`src/sppc_map.svh`:
```
// register offsets, field positions, reset values and timing counts
// assumes: included by the parallel port clocking block and its test bench
`ifndef SPPC_MAP_SVH
`define SPPC_MAP_SVH

// ==========================================================
// register byte offsets
`define SPPC_CTRL_OFS     12'h000
`define SPPC_STATUS_OFS   12'h004
`define SPPC_IRQ_STS_OFS  12'h008
`define SPPC_IRQ_CLR_OFS  12'h00C
`define SPPC_IRQ_EN_OFS   12'h010

// ==========================================================
// control field positions
`define SPPC_CTRL_TXSEL   0
`define SPPC_CTRL_PABRST  1
`define SPPC_CTRL_TXRATE  2
`define SPPC_CTRL_RXSEL   3
`define SPPC_CTRL_REFHALF 4
`define SPPC_CTRL_RXHALF  5
`define SPPC_CTRL_W       6
`define SPPC_CTRL_RST     6'h02

// ==========================================================
// status and interrupt field positions
`define SPPC_STS_ERR      0
`define SPPC_STS_RUN      1
`define SPPC_STS_FILL     8
`define SPPC_IRQ_TXERR    0
`define SPPC_IRQ_INIT     1
`define SPPC_IRQ_W        2

// ==========================================================
// timing counts in core clock cycles
`define SPPC_RXCLK_HIGH   8'h04

`endif

```
`src/sppc_pkg.sv`:
```
// types shared by the parallel port clocking block
// assumes: compiled before any module that imports it
package sppc_pkg;

	// one character: 8 data bits plus 2 control bits
	typedef logic [9:0] sppc_char_t;

	// phase-align buffer condition
	typedef enum {
		PAB_UNINIT,
		PAB_RUN,
		PAB_FAULT
	} sppc_pab_state_t;

endpackage

```
`src/sppc_sync.sv`:
```
// three-stage synchroniser for inputs from outside the core clock
// assumes: async_in may change at any time relative to clk_in
`timescale 1ns/1ps

module sppc_sync #(
	parameter int W = 1
) (
	input  wire logic         clk_in,
	input  wire logic         rst_b_in,
	input  wire logic [W-1:0] async_in,
	output logic      [W-1:0] sync_out
);

	logic [W-1:0] s1_reg;
	logic [W-1:0] s2_reg;
	logic [W-1:0] s3_reg;
	logic [W-1:0] out_reg;

	// ==========================================================
	// stage chain; output follows once stages two and three agree
	always_ff @(posedge clk_in) begin
		if (!rst_b_in) begin
			s1_reg  <= '0;
			s2_reg  <= '0;
			s3_reg  <= '0;
			out_reg <= '0;
		end else begin
			s1_reg <= async_in;
			s2_reg <= s1_reg;
			s3_reg <= s2_reg;
			for (int i = 0; i < W; i++) begin
				if (s2_reg[i] == s3_reg[i]) begin
					out_reg[i] <= s3_reg[i];
				end
			end
		end
	end

	assign sync_out = out_reg;

endmodule // sppc_sync

```
`src/sppc_port_clk.sv`:
```
// parallel host port clocking for one transceiver channel
// assumes: APB master on core_clk_in; pins are asynchronous to it
//
// Function
// - reference clock may clock both parallel paths
// - select 0: capture inputs on host clock
// - buffer slip sets error until re-initialised
// - writing buffer reset 0 initialises phase
// - error low means buffer initialised, capturing
// - word sync transmission clears buffer error
// - transmit clock out at one or two times
// - no fixed transmit clock to reference phase
// - half-rate reference: sample on both edges
// - half-rate reference: outputs on both edges
// - receive data timed by selected receive clock
// - full-rate: complementary clocks, data on rise
// - half-rate: data changes on both clock edges
`timescale 1ns/1ps
`include "sppc_map.svh"

module sppc_port_clk #(
	parameter int DEPTH = 4,
	parameter int CW    = 8
) (
	input  wire logic               core_clk_in,
	input  wire logic               rst_b_in,
	input  wire logic               psel_in,
	input  wire logic               penable_in,
	input  wire logic               pwrite_in,
	input  wire logic [11:0]        paddr_in,
	input  wire logic [31:0]        pwdata_in,
	output logic      [31:0]        prdata_out,
	output logic                    pready_out,
	output logic                    pslverr_out,
	input  wire logic               reference_clock_pair_in,
	input  wire logic               host_transmit_input_clock_in,
	input  wire logic [7:0]         transmit_data_in,
	input  wire logic [1:0]         transmit_control_in,
	input  wire logic               word_sync_sent_in,
	output sppc_pkg::sppc_char_t    enc_char_out,
	output logic                    enc_char_valid_out,
	output logic                    transmit_char_clock_out,
	output logic                    transmit_error_flag_out,
	input  wire logic [7:0]         rx_char_in,
	input  wire logic               rx_char_valid_in,
	output logic                    receive_clock_pair_p_out,
	output logic                    receive_clock_pair_n_out,
	output logic      [7:0]         receive_data_out,
	output logic                    irq_out
);
	import sppc_pkg::*;

	localparam int AW = $clog2(DEPTH);
	localparam logic [AW:0]   FULL_C = (AW+1)'(DEPTH);
	localparam logic [AW:0]   HALF_C = (AW+1)'(DEPTH/2);
	localparam logic [AW-1:0] HPTR_C = AW'(DEPTH/2);

	// ==========================================================
	// register state
	logic [`SPPC_CTRL_W-1:0] ctrl_reg;
	logic [`SPPC_IRQ_W-1:0]  irq_sts_reg;
	logic [`SPPC_IRQ_W-1:0]  irq_en_reg;
	logic [31:0]             prdata_reg;
	logic                    pready_reg;
	logic                    pslverr_reg;
	logic                    irq_reg;
	logic [31:0]             rdata_w;
	logic                    addr_ok_w;
	logic                    wr_acc;
	logic                    init_pulse;

	// ==========================================================
	// synchronised pins and edges
	logic       ref_lvl;
	logic       host_lvl;
	sppc_char_t tx_in_lvl;
	logic       ref_prev_reg;
	logic       host_prev_reg;
	logic       ref_rise;
	logic       ref_fall;
	logic       ref_tick;
	logic       host_rise;

	// ==========================================================
	// phase-align buffer
	sppc_char_t      pab_mem [DEPTH];
	logic [AW-1:0]   wptr_reg;
	logic [AW-1:0]   rptr_reg;
	logic [AW:0]     count_reg;
	logic [AW:0]     count_next;
	sppc_pab_state_t state_reg;
	sppc_pab_state_t state_next;
	sppc_char_t      enc_char_reg;
	logic            enc_valid_reg;
	logic            err_reg;
	logic            wr_tick;
	logic            overflow;
	logic            underflow;
	logic            wr_ok;
	logic            rd_ok;
	logic            recenter;

	// ==========================================================
	// clock outputs
	logic [CW-1:0] per_cnt_reg;
	logic [CW-1:0] half_len_reg;
	logic          txclk_reg;
	logic          txclk_mid;
	logic          rx_tick;
	logic          rxclk_p_reg;
	logic          rxclk_n_reg;
	logic          rxclk_next;
	logic [7:0]    rx_hi_reg;
	logic [7:0]    rxd_reg;

	// control fields
	wire txsel   = ctrl_reg[`SPPC_CTRL_TXSEL];
	wire txrate  = ctrl_reg[`SPPC_CTRL_TXRATE];
	wire rxsel   = ctrl_reg[`SPPC_CTRL_RXSEL];
	wire refhalf = ctrl_reg[`SPPC_CTRL_REFHALF];
	wire rxhalf  = ctrl_reg[`SPPC_CTRL_RXHALF];

	// ==========================================================
	// pin synchronisers
	sppc_sync #(.W(1)) u_ref_sync (
		.clk_in   (core_clk_in),
		.rst_b_in (rst_b_in),
		.async_in (reference_clock_pair_in),
		.sync_out (ref_lvl)
	);
	sppc_sync #(.W(1)) u_host_sync (
		.clk_in   (core_clk_in),
		.rst_b_in (rst_b_in),
		.async_in (host_transmit_input_clock_in),
		.sync_out (host_lvl)
	);
	// data path has the same latency as the clock path
	sppc_sync #(.W(10)) u_txd_sync (
		.clk_in   (core_clk_in),
		.rst_b_in (rst_b_in),
		.async_in ({transmit_control_in, transmit_data_in}),
		.sync_out (tx_in_lvl)
	);

	// ==========================================================
	// edge detection
	assign ref_rise  = ref_lvl & ~ref_prev_reg;
	assign ref_fall  = ~ref_lvl & ref_prev_reg;
	assign ref_tick  = ref_rise | (refhalf & ref_fall);
	assign host_rise = host_lvl & ~host_prev_reg;

	// ==========================================================
	// APB decode
	assign wr_acc     = psel_in & penable_in & pready_reg & pwrite_in;
	assign init_pulse = wr_acc & (paddr_in == `SPPC_CTRL_OFS)
		& ~pwdata_in[`SPPC_CTRL_PABRST];

	// read mux and address check
	always_comb begin
		rdata_w   = '0;
		addr_ok_w = 1'b1;
		if (paddr_in == `SPPC_CTRL_OFS) begin
			rdata_w[`SPPC_CTRL_W-1:0] = ctrl_reg;
		end else if (paddr_in == `SPPC_STATUS_OFS) begin
			rdata_w[`SPPC_STS_ERR]              = err_reg;
			rdata_w[`SPPC_STS_RUN]              = state_reg == PAB_RUN;
			rdata_w[`SPPC_STS_FILL +: AW+1]     = count_reg;
		end else if (paddr_in == `SPPC_IRQ_STS_OFS) begin
			rdata_w[`SPPC_IRQ_W-1:0] = irq_sts_reg;
		end else if (paddr_in == `SPPC_IRQ_CLR_OFS) begin
			rdata_w = '0;
		end else if (paddr_in == `SPPC_IRQ_EN_OFS) begin
			rdata_w[`SPPC_IRQ_W-1:0] = irq_en_reg;
		end else begin
			addr_ok_w = 1'b0;
		end
	end

	// bus answer, registered; pready in first access cycle
	always_ff @(posedge core_clk_in) begin
		if (!rst_b_in) begin
			pready_reg  <= 1'b0;
			pslverr_reg <= 1'b0;
			prdata_reg  <= 32'h00000000;
		end else begin
			pready_reg  <= psel_in & ~penable_in;
			pslverr_reg <= psel_in & ~penable_in & ~addr_ok_w;
			prdata_reg  <= (psel_in & ~penable_in & ~pwrite_in)
				? rdata_w : 32'h00000000;
		end
	end

	// control and interrupt registers; hardware set beats clear
	always_ff @(posedge core_clk_in) begin
		if (!rst_b_in) begin
			ctrl_reg    <= `SPPC_CTRL_RST;
			irq_en_reg  <= '0;
			irq_sts_reg <= '0;
		end else begin
			if (wr_acc && paddr_in == `SPPC_CTRL_OFS) begin
				ctrl_reg <= pwdata_in[`SPPC_CTRL_W-1:0];
			end
			if (wr_acc && paddr_in == `SPPC_IRQ_EN_OFS) begin
				irq_en_reg <= pwdata_in[`SPPC_IRQ_W-1:0];
			end
			irq_sts_reg <= (irq_sts_reg
				& ~((wr_acc && paddr_in == `SPPC_IRQ_CLR_OFS)
				? pwdata_in[`SPPC_IRQ_W-1:0] : '0))
				| {(state_reg != PAB_RUN) && (state_next == PAB_RUN),
				   (state_reg == PAB_RUN) && (state_next == PAB_FAULT)};
		end
	end

	// ==========================================================
	// phase-align buffer control
	// select 1 writes on reference ticks, select 0 on host clock
	assign wr_tick   = txsel ? ref_tick : host_rise;
	// centred fill absorbs the host's bounded drift
	assign overflow  = wr_tick & ~ref_tick & (count_reg == FULL_C);
	assign underflow = ref_tick & ~wr_tick & (count_reg == '0);
	assign wr_ok     = wr_tick & ~overflow;
	assign rd_ok     = ref_tick & ~underflow;
	assign recenter  = init_pulse
		| ((state_reg == PAB_FAULT) & word_sync_sent_in);
	assign count_next = count_reg + {{AW{1'b0}}, wr_ok}
		- {{AW{1'b0}}, rd_ok};

	// buffer condition
	always_comb begin
		state_next = state_reg;
		case (state_reg)
			PAB_UNINIT: begin
				if (init_pulse) state_next = PAB_RUN;
			end
			PAB_RUN: begin
				if (init_pulse) state_next = PAB_RUN;
				else if (overflow | underflow) state_next = PAB_FAULT;
			end
			PAB_FAULT: begin
				if (recenter) state_next = PAB_RUN;
			end
			default: state_next = PAB_UNINIT;
		endcase
	end

	// pointers, fill and outgoing character
	always_ff @(posedge core_clk_in) begin
		if (!rst_b_in) begin
			state_reg     <= PAB_UNINIT;
			wptr_reg      <= HPTR_C;
			rptr_reg      <= '0;
			count_reg     <= HALF_C;
			enc_char_reg  <= '0;
			enc_valid_reg <= 1'b0;
			ref_prev_reg  <= 1'b0;
			host_prev_reg <= 1'b0;
		end else begin
			state_reg     <= state_next;
			ref_prev_reg  <= ref_lvl;
			host_prev_reg <= host_lvl;
			enc_valid_reg <= rd_ok & (state_reg == PAB_RUN) & ~recenter;
			if (rd_ok) enc_char_reg <= pab_mem[rptr_reg];
			if (recenter) begin
				// any host phase offset becomes the centre point
				wptr_reg  <= HPTR_C;
				rptr_reg  <= '0;
				count_reg <= HALF_C;
			end else begin
				if (wr_ok) wptr_reg <= wptr_reg + 1'b1;
				if (rd_ok) rptr_reg <= rptr_reg + 1'b1;
				count_reg <= count_next;
			end
		end
	end

	// buffer storage needs no reset
	always_ff @(posedge core_clk_in) begin
		if (wr_ok) pab_mem[wptr_reg] <= tx_in_lvl;
	end

	// error flag is reference-timed, low only when running
	always_ff @(posedge core_clk_in) begin
		if (!rst_b_in) begin
			err_reg <= 1'b1;
		end else if (ref_tick) begin
			err_reg <= state_next != PAB_RUN;
		end
	end

	// ==========================================================
	// transmit clock out: follows reference edges, doubled on demand
	// phase is only loosely tied to the reference
	assign txclk_mid = txrate & (per_cnt_reg == (half_len_reg >> 1))
		& (half_len_reg > CW'(1));

	// half-period measurement and toggle
	always_ff @(posedge core_clk_in) begin
		if (!rst_b_in) begin
			per_cnt_reg  <= '0;
			half_len_reg <= '0;
			txclk_reg    <= 1'b0;
		end else begin
			if (ref_rise | ref_fall) begin
				per_cnt_reg  <= '0;
				half_len_reg <= per_cnt_reg;
			end else if (per_cnt_reg != '1) begin
				per_cnt_reg <= per_cnt_reg + 1'b1;
			end
			if (ref_rise | ref_fall | txclk_mid) begin
				txclk_reg <= ~txclk_reg;
			end
		end
	end

	// ==========================================================
	// receive interface clock and data
	assign rx_tick    = rxsel ? ref_tick : rx_char_valid_in;
	assign rxclk_next = rxhalf ? (rx_tick ^ rxclk_p_reg)
		: (rx_tick | (rxclk_p_reg & (rx_hi_reg > 8'h01)));

	// data update on every character, clock pair follows
	always_ff @(posedge core_clk_in) begin
		if (!rst_b_in) begin
			rxclk_p_reg <= 1'b0;
			rxclk_n_reg <= 1'b1;
			rx_hi_reg   <= 8'h00;
			rxd_reg     <= 8'h00;
		end else begin
			rxclk_p_reg <= rxclk_next;
			rxclk_n_reg <= ~rxclk_next;
			if (rx_tick) begin
				rxd_reg   <= rx_char_in;
				rx_hi_reg <= `SPPC_RXCLK_HIGH;
			end else if (rx_hi_reg != 8'h00) begin
				rx_hi_reg <= rx_hi_reg - 8'h01;
			end
		end
	end

	// ==========================================================
	// interrupt line
	always_ff @(posedge core_clk_in) begin
		if (!rst_b_in) begin
			irq_reg <= 1'b0;
		end else begin
			irq_reg <= |(irq_sts_reg & irq_en_reg);
		end
	end

	// ==========================================================
	// outputs
	assign prdata_out               = prdata_reg;
	assign pready_out               = pready_reg;
	assign pslverr_out              = pslverr_reg;
	assign enc_char_out             = enc_char_reg;
	assign enc_char_valid_out       = enc_valid_reg;
	assign transmit_char_clock_out  = txclk_reg;
	assign transmit_error_flag_out  = err_reg;
	assign receive_clock_pair_p_out = rxclk_p_reg;
	assign receive_clock_pair_n_out = rxclk_n_reg;
	assign receive_data_out         = rxd_reg;
	assign irq_out                  = irq_reg;
endmodule // sppc_port_clk

```
`config.mk`:
```
export PLATFORM = sky130hd
export DESIGN_NAME = sppc_port_clk
export DESIGN_NICKNAME = d
export VERILOG_FILES = /design/src/sppc_pkg.sv /design/src/sppc_sync.sv /design/src/sppc_port_clk.sv
export VERILOG_INCLUDE_DIRS = /design/src /design/src/src
export SDC_FILE = /design/constraint.sdc
export NUM_CORES = 1
export LEC_CHECK = 0
export BUFFER_PORTS_ARGS = -buffer_cell sky130_fd_sc_hd__buf_2
export CAP_MARGIN = 20
export CORE_ASPECT_RATIO = 1.2
export CORE_MARGIN = 2
export CORE_UTILIZATION = 50
export DETAILED_ROUTE_END_ITERATION = 16
export HOLD_SLACK_MARGIN = 0.02
export PLACE_DENSITY = 0.79
export SYNTH_ARGS = -nofsm -noshare
export SYNTH_HDL_FRONTEND = slang
export SYNTH_SLANG_ARGS = --single-unit
export TNS_END_PERCENT = 10
```
`constraint.sdc`:
```
create_clock -name core_clk_in -period 3.4 [get_ports core_clk_in]
set_input_delay 0.51 -clock core_clk_in [delete_from_list [all_inputs] [get_ports core_clk_in]]
set_output_delay 0.51 -clock core_clk_in [all_outputs]
set_load 0.02 [all_outputs]
```
Word level (Yosys, flattened, before mapping)
Memory sizes are Yosys's and may differ from the RTL's. A register that Yosys moved wholly into a read port is not among the register bits.
Index checks and enable logic that the tools add are counted.
Word-level totals
  register bits: 171
  latch bits: 0
  bits in writable memories: 40
  bits in read-only memories: 0
  input bits: 71
  output and inout port bits: 58
  word-level logic and storage cells: 175
  memories kept: 1
Memories
  pab_mem: depth 4, bits a word 10, rd ports 1, clocked after Yosys merged registers in 1, write ports 1, RTL line sppc_port_clk.sv:86  | sppc_char_t pab_mem [DEPTH];
Cells by class
  $add $sub $neg: 6
  multipliers: 0
  divide/modulo/power cells: 0
  order comparisons: 2
  eq/ne operators: 27
  shift operators: 0
  muxes and demuxes: 23
  bitwise operators: 52
  reduce and logical (&&, ||, !) cells: 18
Operators by type and width (count)
  two-way mux 32 bit: 4
  == test 32 x 2 -> 1 bit, second input constant: 3
  case mux 32 bit (3 select lines): 1
  == test 32 x 3 -> 1 bit, second input constant: 2
  inequality test 32 x 2 -> 1 bit, second input constant: 2
  == test 32 x 1 -> 1 bit, second input constant: 1
  logical NOT 32 bit: 1
  bitwise AND 1 bit: 24
  == test 12 x 4 -> 1 bit, second input constant: 2
  inverter 1 bit: 17
  > comparator 8 x 1 -> 1 bit, second input constant: 2
  == test 1 bit: 12
  == test 12 x 3 -> 1 bit, second input constant: 1
  == test 12 x 5 -> 1 bit, second input constant: 1
  logical NOT 12 bit: 1
  two-way mux 2 bit: 6
  two-way mux 1 bit: 10
  adder 8 x 1 -> 8 bit, second input constant: 1
  == test 8 x 7 -> 1 bit: 1
  inequality test 8 bit, second input constant: 1
  nonzero test 8 bit: 1
  OR reduction 2 bit: 4
  subtractor 8 x 1 -> 8 bit, second input constant: 1
  two-way mux 3 bit: 2
  other kinds (16): 27

Longest topological paths before layout
Gate-level depths: netlist of run 1.
  depth in word-level cells: 15
  depth in mapped cells: 14

Hierarchy
A second synthesis of run 1 with hierarchy kept.
Unflattened totals
  cells, all modules: 624
  area, all modules: 7063.0 um^2
By module, submodules not included
  sppc_port_clk: instances 1, cells each 500, area each 5619.1 um^2, seq. area each 3383.2 um^2
  sppc_sync (u_txd_sync): instances 1, cells each 104, area each 1211.2 um^2, seq. area each 800.8 um^2
  sppc_sync (u_host_sync ...): instances 2, cells each 10, area each 116.4 um^2, seq. area each 80.1 um^2

Worst setup path after synthesis of run 1
No wires, ideal clock.
  path kind: register to register
  start point: register u_ref_sync.out_reg, in the netlist u_ref_sync.sync_out
  end point: register count_reg[2]
  library setup time: 0.115 ns
  data arrival time: 2.524 ns
  required time: 3.285 ns
  setup slack: 0.762 ns
  cell stages (with the launch flop): 15
  buffers on the path: 1
  cell sequence: dfxtp_1 inv_1 ha_1 a21oi_1 a21o_1 inv_1 buf_1 ha_1 inv_1 ha_1 inv_1 fa_1 xor2_1 xnor2_1 nor2_1
On the way
  longest elaborated chain between the ends: 11
RTL lines
  from (decl): RTL line sppc_sync.sv:17  | logic [W-1:0] out_reg;
  from (signal, indexed assignment): RTL line sppc_sync.sv:33  | out_reg[i] <= s3_reg[i];
  inverter 1 bit: RTL line sppc_port_clk.sv:148  | assign ref_fall = ~ref_lvl & ref_prev_reg;
  bitwise AND 1 bit: RTL line sppc_port_clk.sv:148
  bitwise AND 1 bit: RTL line sppc_port_clk.sv:149  | assign ref_tick = ref_rise | (refhalf & ref_fall);
  OR 1 bit *: RTL line sppc_port_clk.sv:149
  two-way mux 1 bit: RTL line sppc_port_clk.sv:217  | assign wr_tick = txsel ? ref_tick : host_rise;
  inverter 1 bit: RTL line sppc_port_clk.sv:220  | assign underflow = ref_tick & ~wr_tick & (count_reg == '0);
  bitwise AND 1 bit (2 in series): RTL line sppc_port_clk.sv:220
  inverter 1 bit: RTL line sppc_port_clk.sv:222  | assign rd_ok = ref_tick & ~underflow;
  bitwise AND 1 bit *: RTL line sppc_port_clk.sv:222
  named net rd_ok: RTL line sppc_port_clk.sv:100  | logic rd_ok;
  subtractor 3 x 1 -> 3 bit *: RTL line sppc_port_clk.sv:226  | - {{AW{1'b0}}, rd_ok};
  to (signal assigned): RTL line sppc_port_clk.sv:271  | count_reg <= count_next;
  to (decl): RTL line sppc_port_clk.sv:89  | logic [AW:0] count_reg;
The timed path passes the listed nets; every way through them passes the cells marked *.
A chain may end at the register's enable or synchronous reset.

Final worst setup path of run 1
  start point: register u_ref_sync.out_reg, in the netlist u_ref_sync.sync_out
  end point: register count_reg[2]
On the way
  longest elaborated chain between the ends: 11
RTL lines (RTL line)
  inverter 1 bit: sppc_port_clk.sv:148
  bitwise AND 1 bit: sppc_port_clk.sv:148
  bitwise AND 1 bit: sppc_port_clk.sv:149
  OR 1 bit *: sppc_port_clk.sv:149
  two-way mux 1 bit or inverter 1 bit (tied branches): sppc_port_clk.sv:217, sppc_port_clk.sv:219
  bitwise AND 1 bit or inverter 1 bit (tied branches): sppc_port_clk.sv:219, sppc_port_clk.sv:220
  bitwise AND 1 bit (on tied branches): sppc_port_clk.sv:219, sppc_port_clk.sv:220
  inverter 1 bit or bitwise AND 1 bit (tied branches): sppc_port_clk.sv:221, sppc_port_clk.sv:220
  bitwise AND 1 bit or inverter 1 bit (tied branches): sppc_port_clk.sv:221, sppc_port_clk.sv:222
  adder 3 x 1 -> 3 bit or bitwise AND 1 bit (tied branches): sppc_port_clk.sv:225, sppc_port_clk.sv:222
  subtractor 3 x 1 -> 3 bit *: sppc_port_clk.sv:226
Every way passes the cells marked *; elsewhere a longest branch is shown, timed or not.

==> results of run 1 <==
-- power by group through the flow --
stage          sequential, uW  combinational (uW)  clock (uW)
2_1_floorplan            2530                 196           0
3_3_place_gp             2530                 243           0
3_5_place_dp             2530                 256           0
4_1_cts                  2480                 259        2150
5_1_grt                  2490                 292        2250
6_report                 2480                 260        2110
-- metrics by stage --
step	hold WS (ps)	util, %
2_1_floorplan	411.9	-
3_3_place_gp	420.7	55.28
3_5_place_dp	420.6	55.28
4_1_cts	280.4	59.95
5_1_grt	280.1	59.95
6_report	289.2	59.95
-- metal layers --
metal	wire length, um	GRT usage (%)	share of wire (%)	vias to the layer above
met5	0	0	0	-
li1	-	-	-	2297
met3	614	5.050	4.8	21
met1	5264	20.39	41	2170
met4	208	6.572	1.6	0
met2	6634	30.77	52	155
-- synth_stat cells (all sizes together), types with 2 or more instances --
cell type,n
or2,2
nand2,65
ha,11
dfxtp,157
inv,14
nor2,50
or4,4
a21o,4
clkbuf,18
edfxtp,40
xor2,9
and2,51
o21ai,17
xnor2,10
o31ai,2
nor4,12
o41ai,2
nand3b,3
nand4,7
a22oi,2
nor3,11
nor2b,5
nand3,8
nor3b,3
a21oi,43
and3,5
o31a,2
mux4,10
or3,2
nand2b,3
mux2i,17
buf,25
-- final timing paths --
path / endpoint / depth (start not counted) / startpoint
min: prdata_out[0]$_SDFF_PN0_ / 2 / pwrite_in
max reg2reg: count_reg[2]$_SDFF_PP0_ / 14 / u_ref_sync.sync_out$_SDFFE_PN0N_
min reg2reg: u_txd_sync.s2_reg[4]$_SDFF_PN0_ / 1 / u_txd_sync.s1_reg[4]$_SDFF_PN0_
max: count_reg[2]$_SDFF_PP0_ / 14 / u_ref_sync.sync_out$_SDFFE_PN0N_
-- final cells by class --
type | count | area [um2] | area share [%]
multi-input combinational | 424 | 2552 | 30.94
clock buffer | 23 | 510.5 | 6.188
sequential | 197 | 4344 | 52.66
clock inverter | 8 | 131.4 | 1.593
inverter | 15 | 56.30 | 0.6825
tap | 171 | 214.0 | 2.594
timing repair buffer | 85 | 440.4 | 5.339
-- cell families after synthesis --
| family | share of synthesized area [%] |
|---|---|
| other | 0.05353 |
| xor gates and xnor gates | 2.375 |
| buffers and inverters | 4.340 |
| AOI/OAI and AO/OA | 6.537 |
| adders and majority gates | 2.250 |
| DFF | 62.01 |
| muxes | 5.644 |
| and+or+nand+nor | 16.79 |
==> flow_summary_export.csv, run 1 <==
group,metric,value,unit
run_status,status,"finished clean",
critical_path,crit_buf_inv,5,
critical_path,cpMaxStageDelayCell,"dfxtp_1",
sta,fin_crit_sh,84.87,%
layout,n_antenna_cell,0,
detailed_routing,ant_nets,0,
clocking,postCtsSetupBuffers,0,
sta,relSlewSlack,48.56,%
critical_path,critical_path_peak_fanout,14,
global_routing,grt_max_degree,47,
floorplan,die_y,133.7,um
critical_path,cp.required,3710,ps
clocking,cts_resized,0,
place,pre_cts_ws,555.4,ps
logic_synthesis,yosys.area.top_type,"dfxtp_1",
critical_path,cpMostUsedCell,"inv_1",
power,ir_worst_vdd,0.3860,mV
logic_synthesis,ys_types,49,
place,port_buffers,79,
clocking,cts_buffers,17,
power,power_switching,1027,uW
logic_synthesis,ys_seq_area_share,62.01,%
clocking,cts_tree,"done",
power,leakagePower,0.003402,uW
sta,tns,0,ps
clocking,holdBufCountCts,0,
layout,final_nets,823,
logic_synthesis,ys_top_cells_by_area,"dfxtp_1, edfxtp_1, and2_1",
floorplan,die_x,112.1,um
layout,final_cells,923,
layout,fillers,1098,
logic_synthesis,synth-edff-count,40,
power,p_int,3828,uW
logic_synthesis,async_flop_share,0,%
power,finalPower,4855,uW
layout,syn_to_final_growth,17.75,%
floorplan,start_util,50.91,%
critical_path,critPathTopFamily,"adder cells",
logic_synthesis,synth-main-ff-cell,"dfxtp_1",
critical_path,cp-end-kind,"flip-flop",
detailed_routing,num_vias,4643,
sta,setup_ws,514.6,ps
power,p_sw_share,21.15,%
clocking,cts_buffer_depth,2,
global_routing,globalRouteOverflowTotal,0,
logic_synthesis,synth_warnings,0,
detailed_routing,drt-initial-drc-count,288,
logic_synthesis,syn_area,7005,um2
detailed_routing,route.final.wire_length,12720,um
layout,layout_commonest_cell,"dfxtp_1",
power,combPwrFrac,5.4,%
layout,drive_gt1_share,17.15,%
hold_path,hold_class,"input port to flip-flop",
floorplan,num_rows,47,
detailed_routing,drcViolationCount,0,
sta,worst_slew_pin_slew,770.5,ps
power,p_seq_share,51.1,%
logic_synthesis,avgSynthCellArea,11.17,um2
place,place_congestion,0.8791,
logic_synthesis,synthCells,627,
clocking,root_buffer,"clkbuf_16",
job,cap_violations,0,
sta,rsz0062_at_grt,"no",
sta,setup_viol,0,
clocking,cts.clk_slew.worst_paths,70,ps
clocking,htree_num_levels,4,
floorplan,die_area,14980,um2
sta,skew,8.620,ps
layout,layout_common_cells,"dfxtp_1, buf_2, nand2_1",
layout,largest_reg_flops,40,
floorplan,ios,129,
sta,finalMaxSlewViolations,0,
critical_path,worst_setup_path_start_kind,"flip-flop",
critical_path,max_stage_delay,390,ps
global_routing,antenna_found_initial,0,
detailed_routing,wl_per_cell,13.78,um
logic_synthesis,synth_top_cell_area_share,44.87,%
power,power_density,588.5,nW/um2
global_routing,grt_pass1_vias,4626,
place,dpl.hpwl,8616,um
detailed_routing,avgViaCountPerCell,5.030,
critical_path,criticalPathCategory,"flip-flop to flip-flop",
logic_synthesis,ys_ff_latch,197,
clocking,clk_latency,420,ps
critical_path,crit_chain,"inv_1 > ha_1 > a21oi_1 > a21o_1 > buf_4 > inv_1 > ha_1 > inv_1 > ha_1 > inv_1 > fa_1 > xor2_1 > xnor2_1 > nor2_1",
floorplan,core_area,13760,um2
place,placed_cells,892,
detailed_routing,firstDrtPassIters,5,
power,pwr-share-clk,43.5,%
layout,stdcell_area,8249,um2
sta,max_freq,0.3466,GHz
global_routing,grt_pass1_wl,21250,um
global_routing,grt_usage,17.54,%
sta,hold_violations,0,
sta,period_needed,2885,ps
clocking,cts.sinks,197,
critical_path,cp.arrival,3200,ps
place,placedInstanceArea,7607,um2
critical_path,reg2reg_setup_slack,510,ps
Power figures use the tool's default switching activity.
==> run 2: changes to the inputs <==
--- a/config.mk
+++ b/config.mk
@@ -6,6 +6,7 @@
 export SDC_FILE = /design/constraint.sdc
 export NUM_CORES = 1
 export LEC_CHECK = 0
+export ABC_AREA = 1
 export BUFFER_PORTS_ARGS = -buffer_cell sky130_fd_sc_hd__buf_2
 export CAP_MARGIN = 20
 export CORE_ASPECT_RATIO = 1.2
@@ -13,7 +14,7 @@
 export CORE_UTILIZATION = 50
 export DETAILED_ROUTE_END_ITERATION = 16
 export HOLD_SLACK_MARGIN = 0.02
-export PLACE_DENSITY = 0.79
+export PLACE_DENSITY = 0.78
 export SYNTH_ARGS = -nofsm -noshare
 export SYNTH_HDL_FRONTEND = slang
 export SYNTH_SLANG_ARGS = --single-unit
==> constraint.sdc (replaced) <==
create_clock -name core_clk_in -period 2.9 [get_ports core_clk_in]
set_input_delay 0.435 -clock core_clk_in [delete_from_list [all_inputs] [get_ports core_clk_in]]
set_output_delay 0.435 -clock core_clk_in [all_outputs]
set_load 0.02 [all_outputs]
==> run 2 against run 1 <==
  * Via count increased by 16%
  * Synthesized area increased by 6.5%
  * Cell area increased by 5.9%
  * Highest routed layer unchanged
==> flow_summary_export.csv, run 2 <==
group,metric,value,unit
critical_path,critical_path_peak_fanout,7,
logic_synthesis,syn_area,7463,um2
floorplan,die_y,137.8,um
run_status,status,"finished clean",
clocking,htree_num_levels,4,
power,ir_worst_vdd,0.3383,mV
clocking,cts_tree,"done",
logic_synthesis,synth_top_cell_area_share,42.11,%
clocking,root_buffer,"clkbuf_16",
layout,fillers,1210,
clocking,clk_latency,430,ps
sta,fin_crit_sh,94.47,%
logic_synthesis,synth_warnings,0,
sta,worst_slew_pin_slew,556.6,ps
logic_synthesis,ys_top_cells_by_area,"dfxtp_1, edfxtp_1, inv_1",
detailed_routing,ant_nets,0,
logic_synthesis,synth-main-ff-cell,"dfxtp_1",
sta,tns,0,ps
sta,max_freq,0.3650,GHz
place,dpl.hpwl,8909,um
power,power_density,639.6,nW/um2
detailed_routing,wl_per_cell,11.25,um
sta,period_needed,2740,ps
layout,n_antenna_cell,0,
global_routing,grt_pass1_vias,4904,
clocking,cts.sinks,197,
logic_synthesis,post-synth-top-count-cell,"dfxtp_1",
floorplan,start_util,51.56,%
layout,layout_commonest_cell,"dfxtp_1",
detailed_routing,firstDrtPassIters,4,
power,leakagePower,0.004104,uW
floorplan,num_rows,48,
layout,largest_reg_flops,40,
logic_synthesis,synthCells,835,
sta,skew,10.67,ps
clocking,cts.clk_slew.worst_paths,70,ps
critical_path,cp.required,3260,ps
floorplan,ios,129,
detailed_routing,avgViaCountPerCell,4.630,
layout,syn_to_final_growth,17.00,%
detailed_routing,drcViolationCount,0,
detailed_routing,drt-initial-drc-count,437,
critical_path,criticalPathCategory,"flip-flop to flip-flop",
sta,relSlewSlack,62.89,%
detailed_routing,route.final.wire_length,13110,um
layout,layout_common_cells,"dfxtp_1, inv_1, nor2_1",
logic_synthesis,yosys.area.top_type,"dfxtp_1",
critical_path,worst_setup_path_start_kind,"flip-flop",
logic_synthesis,synth-edff-count,40,
logic_synthesis,synth_common_cells,"dfxtp_1, inv_1, nor2_1",
critical_path,cp-end-kind,"flip-flop",
place,port_buffers,79,
floorplan,die_area,15920,um2
logic_synthesis,avgSynthCellArea,8.938,um2
sta,setup_viol,0,
logic_synthesis,ys_types,46,
detailed_routing,num_vias,5394,
hold_path,hold_class,"input port to flip-flop",
clocking,cts_buffers,17,
layout,fin_util,60.33,%
place,place_congestion,0.8384,
sta,finalMaxSlewViolations,0,
layout,final_nets,1035,
global_routing,grt_max_degree,58,
floorplan,die_x,115.5,um
global_routing,grt_usage,17.35,%
floorplan,core_area,14470,um2
critical_path,cp.arrival,3100,ps
global_routing,grt_pass1_wl,21600,um
layout,drive_gt1_share,16.48,%
global_routing,antenna_found_initial,0,
logic_synthesis,ys_seq_area_share,58.21,%
logic_synthesis,async_flop_share,0,%
global_routing,globalRouteOverflowTotal,0,
logic_synthesis,ys_ff_latch,197,
sta,rsz0062_at_grt,"no",
sta,hold_violations,0,
clocking,holdBufCountCts,0,
clocking,cts_buffer_depth,2,
job,cap_violations,0,
run 2: cells by family (layout without fill, tap and decap cells):
logic type	after synthesis	in the layout	synth area share, %
buffers and inverters	188	266	10.76
other	1	53	0.05025
DFF	197	197	58.21
and+or+nand+nor	270	270	16.41
AOI/OAI and AO/OA	161	161	11.75
adders and majority gates	12	12	2.112
xor gates and xnor gates	6	6	0.7041
run 2: where the power goes:
part           leakage, uW  internal [uW]  switching (uW)
clock network     0.000286           1220            1080
registers          0.00170           2860            44.7
logic              0.00212            133             239
total              0.00410           4220            1360
run 2: what timing repair did:
action	4_1_cts	5_1_grt
setup buffers	0	3
endpoints found under the setup margin	0	1
resized for setup	0	5
run 2: worst paths after layout:
| check | from | to | slack (ps) | cells past startpoint |
|---|---|---|---|---|
| worst max-delay path | ref_prev_reg$_SDFF_PN0_ | count_reg[2]$_SDFF_PP0_ | 160 | 16 |
| worst min-delay path | transmit_data_in[1] | u_txd_sync.s1_reg[1]$_SDFF_PN0_ | 180 | 3 |
| worst min register to register | u_txd_sync.s1_reg[2]$_SDFF_PN0_ | u_txd_sync.s2_reg[2]$_SDFF_PN0_ | 410 | 2 |
| worst max register to register | ref_prev_reg$_SDFF_PN0_ | count_reg[2]$_SDFF_PP0_ | 160 | 16 |
run 2: metrics by stage:
step | total power, uW | worst slack [ps] | cell area (um2) | instances | hold WS (ps)
2_1_floorplan | 3264 | 154.0 | 7659 | 887 | 390.5
3_3_place_gp | 3324 | 210.5 | 8105 | 1130 | 392.2
3_5_place_dp | 3339 | 94.76 | 8105 | 1130 | 397.8
4_1_cts | 5630 | 43.90 | 8697 | 1162 | 163.9
5_1_grt | 5796 | 1.459 | 8732 | 1165 | 184.8
6_report | 5585 | 160.4 | 8732 | 1165 | 180.7
run 2: critical path: stages (launching register included):
cell and delay, ps:
dfxtp_1 340, inv_1 50, ha_1 200, a21oi_4 220
nor2_2 70, nor2_2 140, nand2_2 70, nand2_2 90
inv_2 40, ha_1 260, inv_1 60, ha_1 130
inv_1 50, fa_1 370, xor2_1 170, or2_2 300
a21oi_2 120
run 2: per-layer routing:
metal / track usage, % / up-vias / part of all wire [%]
li1: - / 2827 / -
met1: 19.97 / 2398 / 43
met2: 30.77 / 149 / 50
met3: 4.443 / 20 / 5.3
met4: 6.627 / 0 / 2.0
met5: 0 / - / 0
run 2: layout make-up:
class	count	area [um2]	share of cell area [%]
timing repair buffer	91	485.5	5.560
inverter	143	536.8	6.147
clock inverter	15	166.4	1.906
sequential	197	4345	49.76
tap	200	250.2	2.866
multi-input combinational	502	2522	28.89
clock buffer	17	425.4	4.872
==> run 3: changes to the inputs <==
--- a/config.mk
+++ b/config.mk
@@ -6,7 +6,6 @@
 export SDC_FILE = /design/constraint.sdc
 export NUM_CORES = 1
 export LEC_CHECK = 0
-export ABC_AREA = 1
 export BUFFER_PORTS_ARGS = -buffer_cell sky130_fd_sc_hd__buf_2
 export CAP_MARGIN = 20
 export CORE_ASPECT_RATIO = 1.2
@@ -14,7 +13,7 @@
 export CORE_UTILIZATION = 50
 export DETAILED_ROUTE_END_ITERATION = 16
 export HOLD_SLACK_MARGIN = 0.02
-export PLACE_DENSITY = 0.78
+export PLACE_DENSITY = 0.79
 export SYNTH_ARGS = -nofsm -noshare
 export SYNTH_HDL_FRONTEND = slang
 export SYNTH_SLANG_ARGS = --single-unit
==> run 3 against run 2 <==
  * Clock power grew 3%
  * Setup slack gained 84 ps
  * Hold slack gained 14 ps
  * Power is essentially flat
  * Maximum frequency grew 3.1%
  * Via count shrank 13%
  * Die area shrank 5.9%
  * Sequential share of layout area grew 3.0 points
  * Non-clock buffer count shrank 4
  * Cell area shrank 5.7%
  * Clock skew grew 11 ps
  * Critical path type unchanged
  * Largest power group unchanged
  * Highest routed layer unchanged
==> flow_summary_export.csv, run 3 (synthesis gave the netlist of run 1 again) <==
group,metric,value,unit
critical_path,reg2reg_setup_slack,240,ps
layout,layout_common_cells,"dfxtp_1, buf_2, nand2_1",
place,pre_cts_ws,343.7,ps
hold_path,min_from,"pwrite_in",
place,port_buffers,79,
critical_path,cp.arrival,2970,ps
detailed_routing,ant_nets,0,
clocking,cts.clk_slew.worst_paths,70,ps
critical_path,critical_path_peak_fanout,4,
critical_path,cp.required,3220,ps
floorplan,num_rows,47,
layout,final_nets,825,
floorplan,die_y,133.7,um
critical_path,cp-end-kind,"flip-flop",
floorplan,die_area,14980,um2
clocking,cts_resized,0,
clocking,cts.sinks,197,
job,cap_violations,0,
sta,relSlewSlack,45.86,%
critical_path,worstReg2RegEnd,"count_reg[2]$_SDFF_PP0_",
sta,rsz0062_at_grt,"no",
sta,max_freq,0.3765,GHz
global_routing,grt_pass1_wl,21560,um
detailed_routing,firstDrtPassIters,5,
sta,worst_slew_pin_slew,810.9,ps
sta,period_needed,2656,ps
clocking,cts_buffers,17,
clocking,cts_buffer_depth,2,
layout,drive_gt1_share,17.62,%
critical_path,criticalPathCategory,"flip-flop to flip-flop",
run_status,status,"finished clean",
sta,setup_viol,0,
global_routing,globalRouteOverflowTotal,0,
critical_path,r2r_start,"u_ref_sync.sync_out$_SDFFE_PN0N_",
power,ir_worst_vdd,0.4089,mV
layout,multi_input_area,2552,um2
layout,n_antenna_cell,0,
critical_path,critPathCapture,"count_reg[2]$_SDFF_PP0_",
detailed_routing,wl_per_cell,14.06,um
clocking,htree_num_levels,4,
detailed_routing,drcViolationCount,0,
place,place_congestion,0.8575,
critical_path,ff2ff_path_depth,13,
global_routing,grt_usage,17.98,%
floorplan,start_util,50.91,%
power,finalPower,5588,uW
clocking,cts_tree,"done",
layout,regArea,4344,um2
layout,largest_reg_flops,40,
clocking,postCtsSetupBuffers,0,
floorplan,core_area,13760,um2
sta,worst_hold_slack,194.3,ps
detailed_routing,avgViaCountPerCell,5.075,
sta,hold_violations,0,
floorplan,die_x,112.1,um
critical_path,startpoint,"u_ref_sync.sync_out$_SDFFE_PN0N_",
hold_path,hold_class,"input port to flip-flop",
power,power_density,678.9,nW/um2
power,leakagePower,0.003398,uW
place,placedInstanceArea,7622,um2
layout,syn_to_final_growth,17.50,%
layout,layout_commonest_cell,"dfxtp_1",
sta,tns,0,ps
global_routing,grt_max_degree,47,
sta,fin_crit_sh,91.59,%
clocking,root_buffer,"clkbuf_16",
layout,fillers,1128,
sta,finalMaxSlewViolations,0,
clocking,holdBufCountCts,0,
clocking,clk_latency,430,ps
detailed_routing,num_vias,4699,
detailed_routing,drt-initial-drc-count,273,
layout,stdcell_area,8232,um2
global_routing,antenna_found_initial,0,
floorplan,ios,129,
sta,skew,21.40,ps
critical_path,worst_setup_path_start_kind,"flip-flop",
detailed_routing,route.final.wire_length,13020,um
sta,setup_ws,244.0,ps
global_routing,grt_pass1_vias,4785,
place,dpl.hpwl,8889,um
-- run 3: changes by cell type in the layout (fill, tap and decap cells not counted), moves of 13 or more --
cell     before  now
o21ai_0      68   17
and2_1        1   51
inv_1       138   14
nor2_1      106   50
mux2i_1       0   17
a21oi_1      56   43
nand2_1      98   65
-- run 3: worst max-delay path, cell delays in order, from the launching register on --
cell and delay [ps]:
dfxtp_1 390, inv_1 90, ha_1 190, a21oi_1 290
a21o_1 160, inv_1 70, ha_1 280, inv_1 70
ha_1 140, inv_1 50, fa_1 380, xor2_1 230
xnor2_1 150, nor2_1 60
-- run 3: cell type report --
cell class	count	area share [%]
multi-input cells	424	31.01
clock inverters	12	1.854
repair buffers	87	5.533
inverters	15	0.6840
flip-flops and latches	197	52.77
clock buffers	20	5.548
well taps	171	2.599
-- run 3: stage by stage --
step,util (%),std cells
floorplan,-,679
global placement,55.39,894
detailed placement,55.39,894
CTS,59.82,926
global route,59.82,926
finish,59.82,926
-- run 3: where the power goes --
| group | switching (uW) | internal, uW | total [uW] |
|---|---|---|---|
| Sequential | 46.1 | 2860 | 2910 |
| Combinational | 193 | 114 | 307 |
| Clock | 971 | 1400 | 2370 |
| Total | 1210 | 4380 | 5590 |
-- run 3: per-layer routing --
metal,part of all wire [%],global-route usage [%]
met1,40,19.68
met2,54,33.27
met3,5.2,4.231
met4,1.7,7.520
met5,0,0
-- run 3: worst min path at each step --
stage,end,slack (ps),depth (start not counted)
after floorplan,u_host_sync.s2_reg$_SDFF_PN0_,410,1
after global placement,u_txd_sync.s2_reg[5]$_SDFF_PN0_,420,1
after detailed placement,u_txd_sync.s2_reg[3]$_SDFF_PN0_,420,1
after CTS,prdata_out[0]$_SDFF_PN0_,190,2
after global routing,prdata_out[0]$_SDFF_PN0_,210,2
final,prdata_out[0]$_SDFF_PN0_,190,2
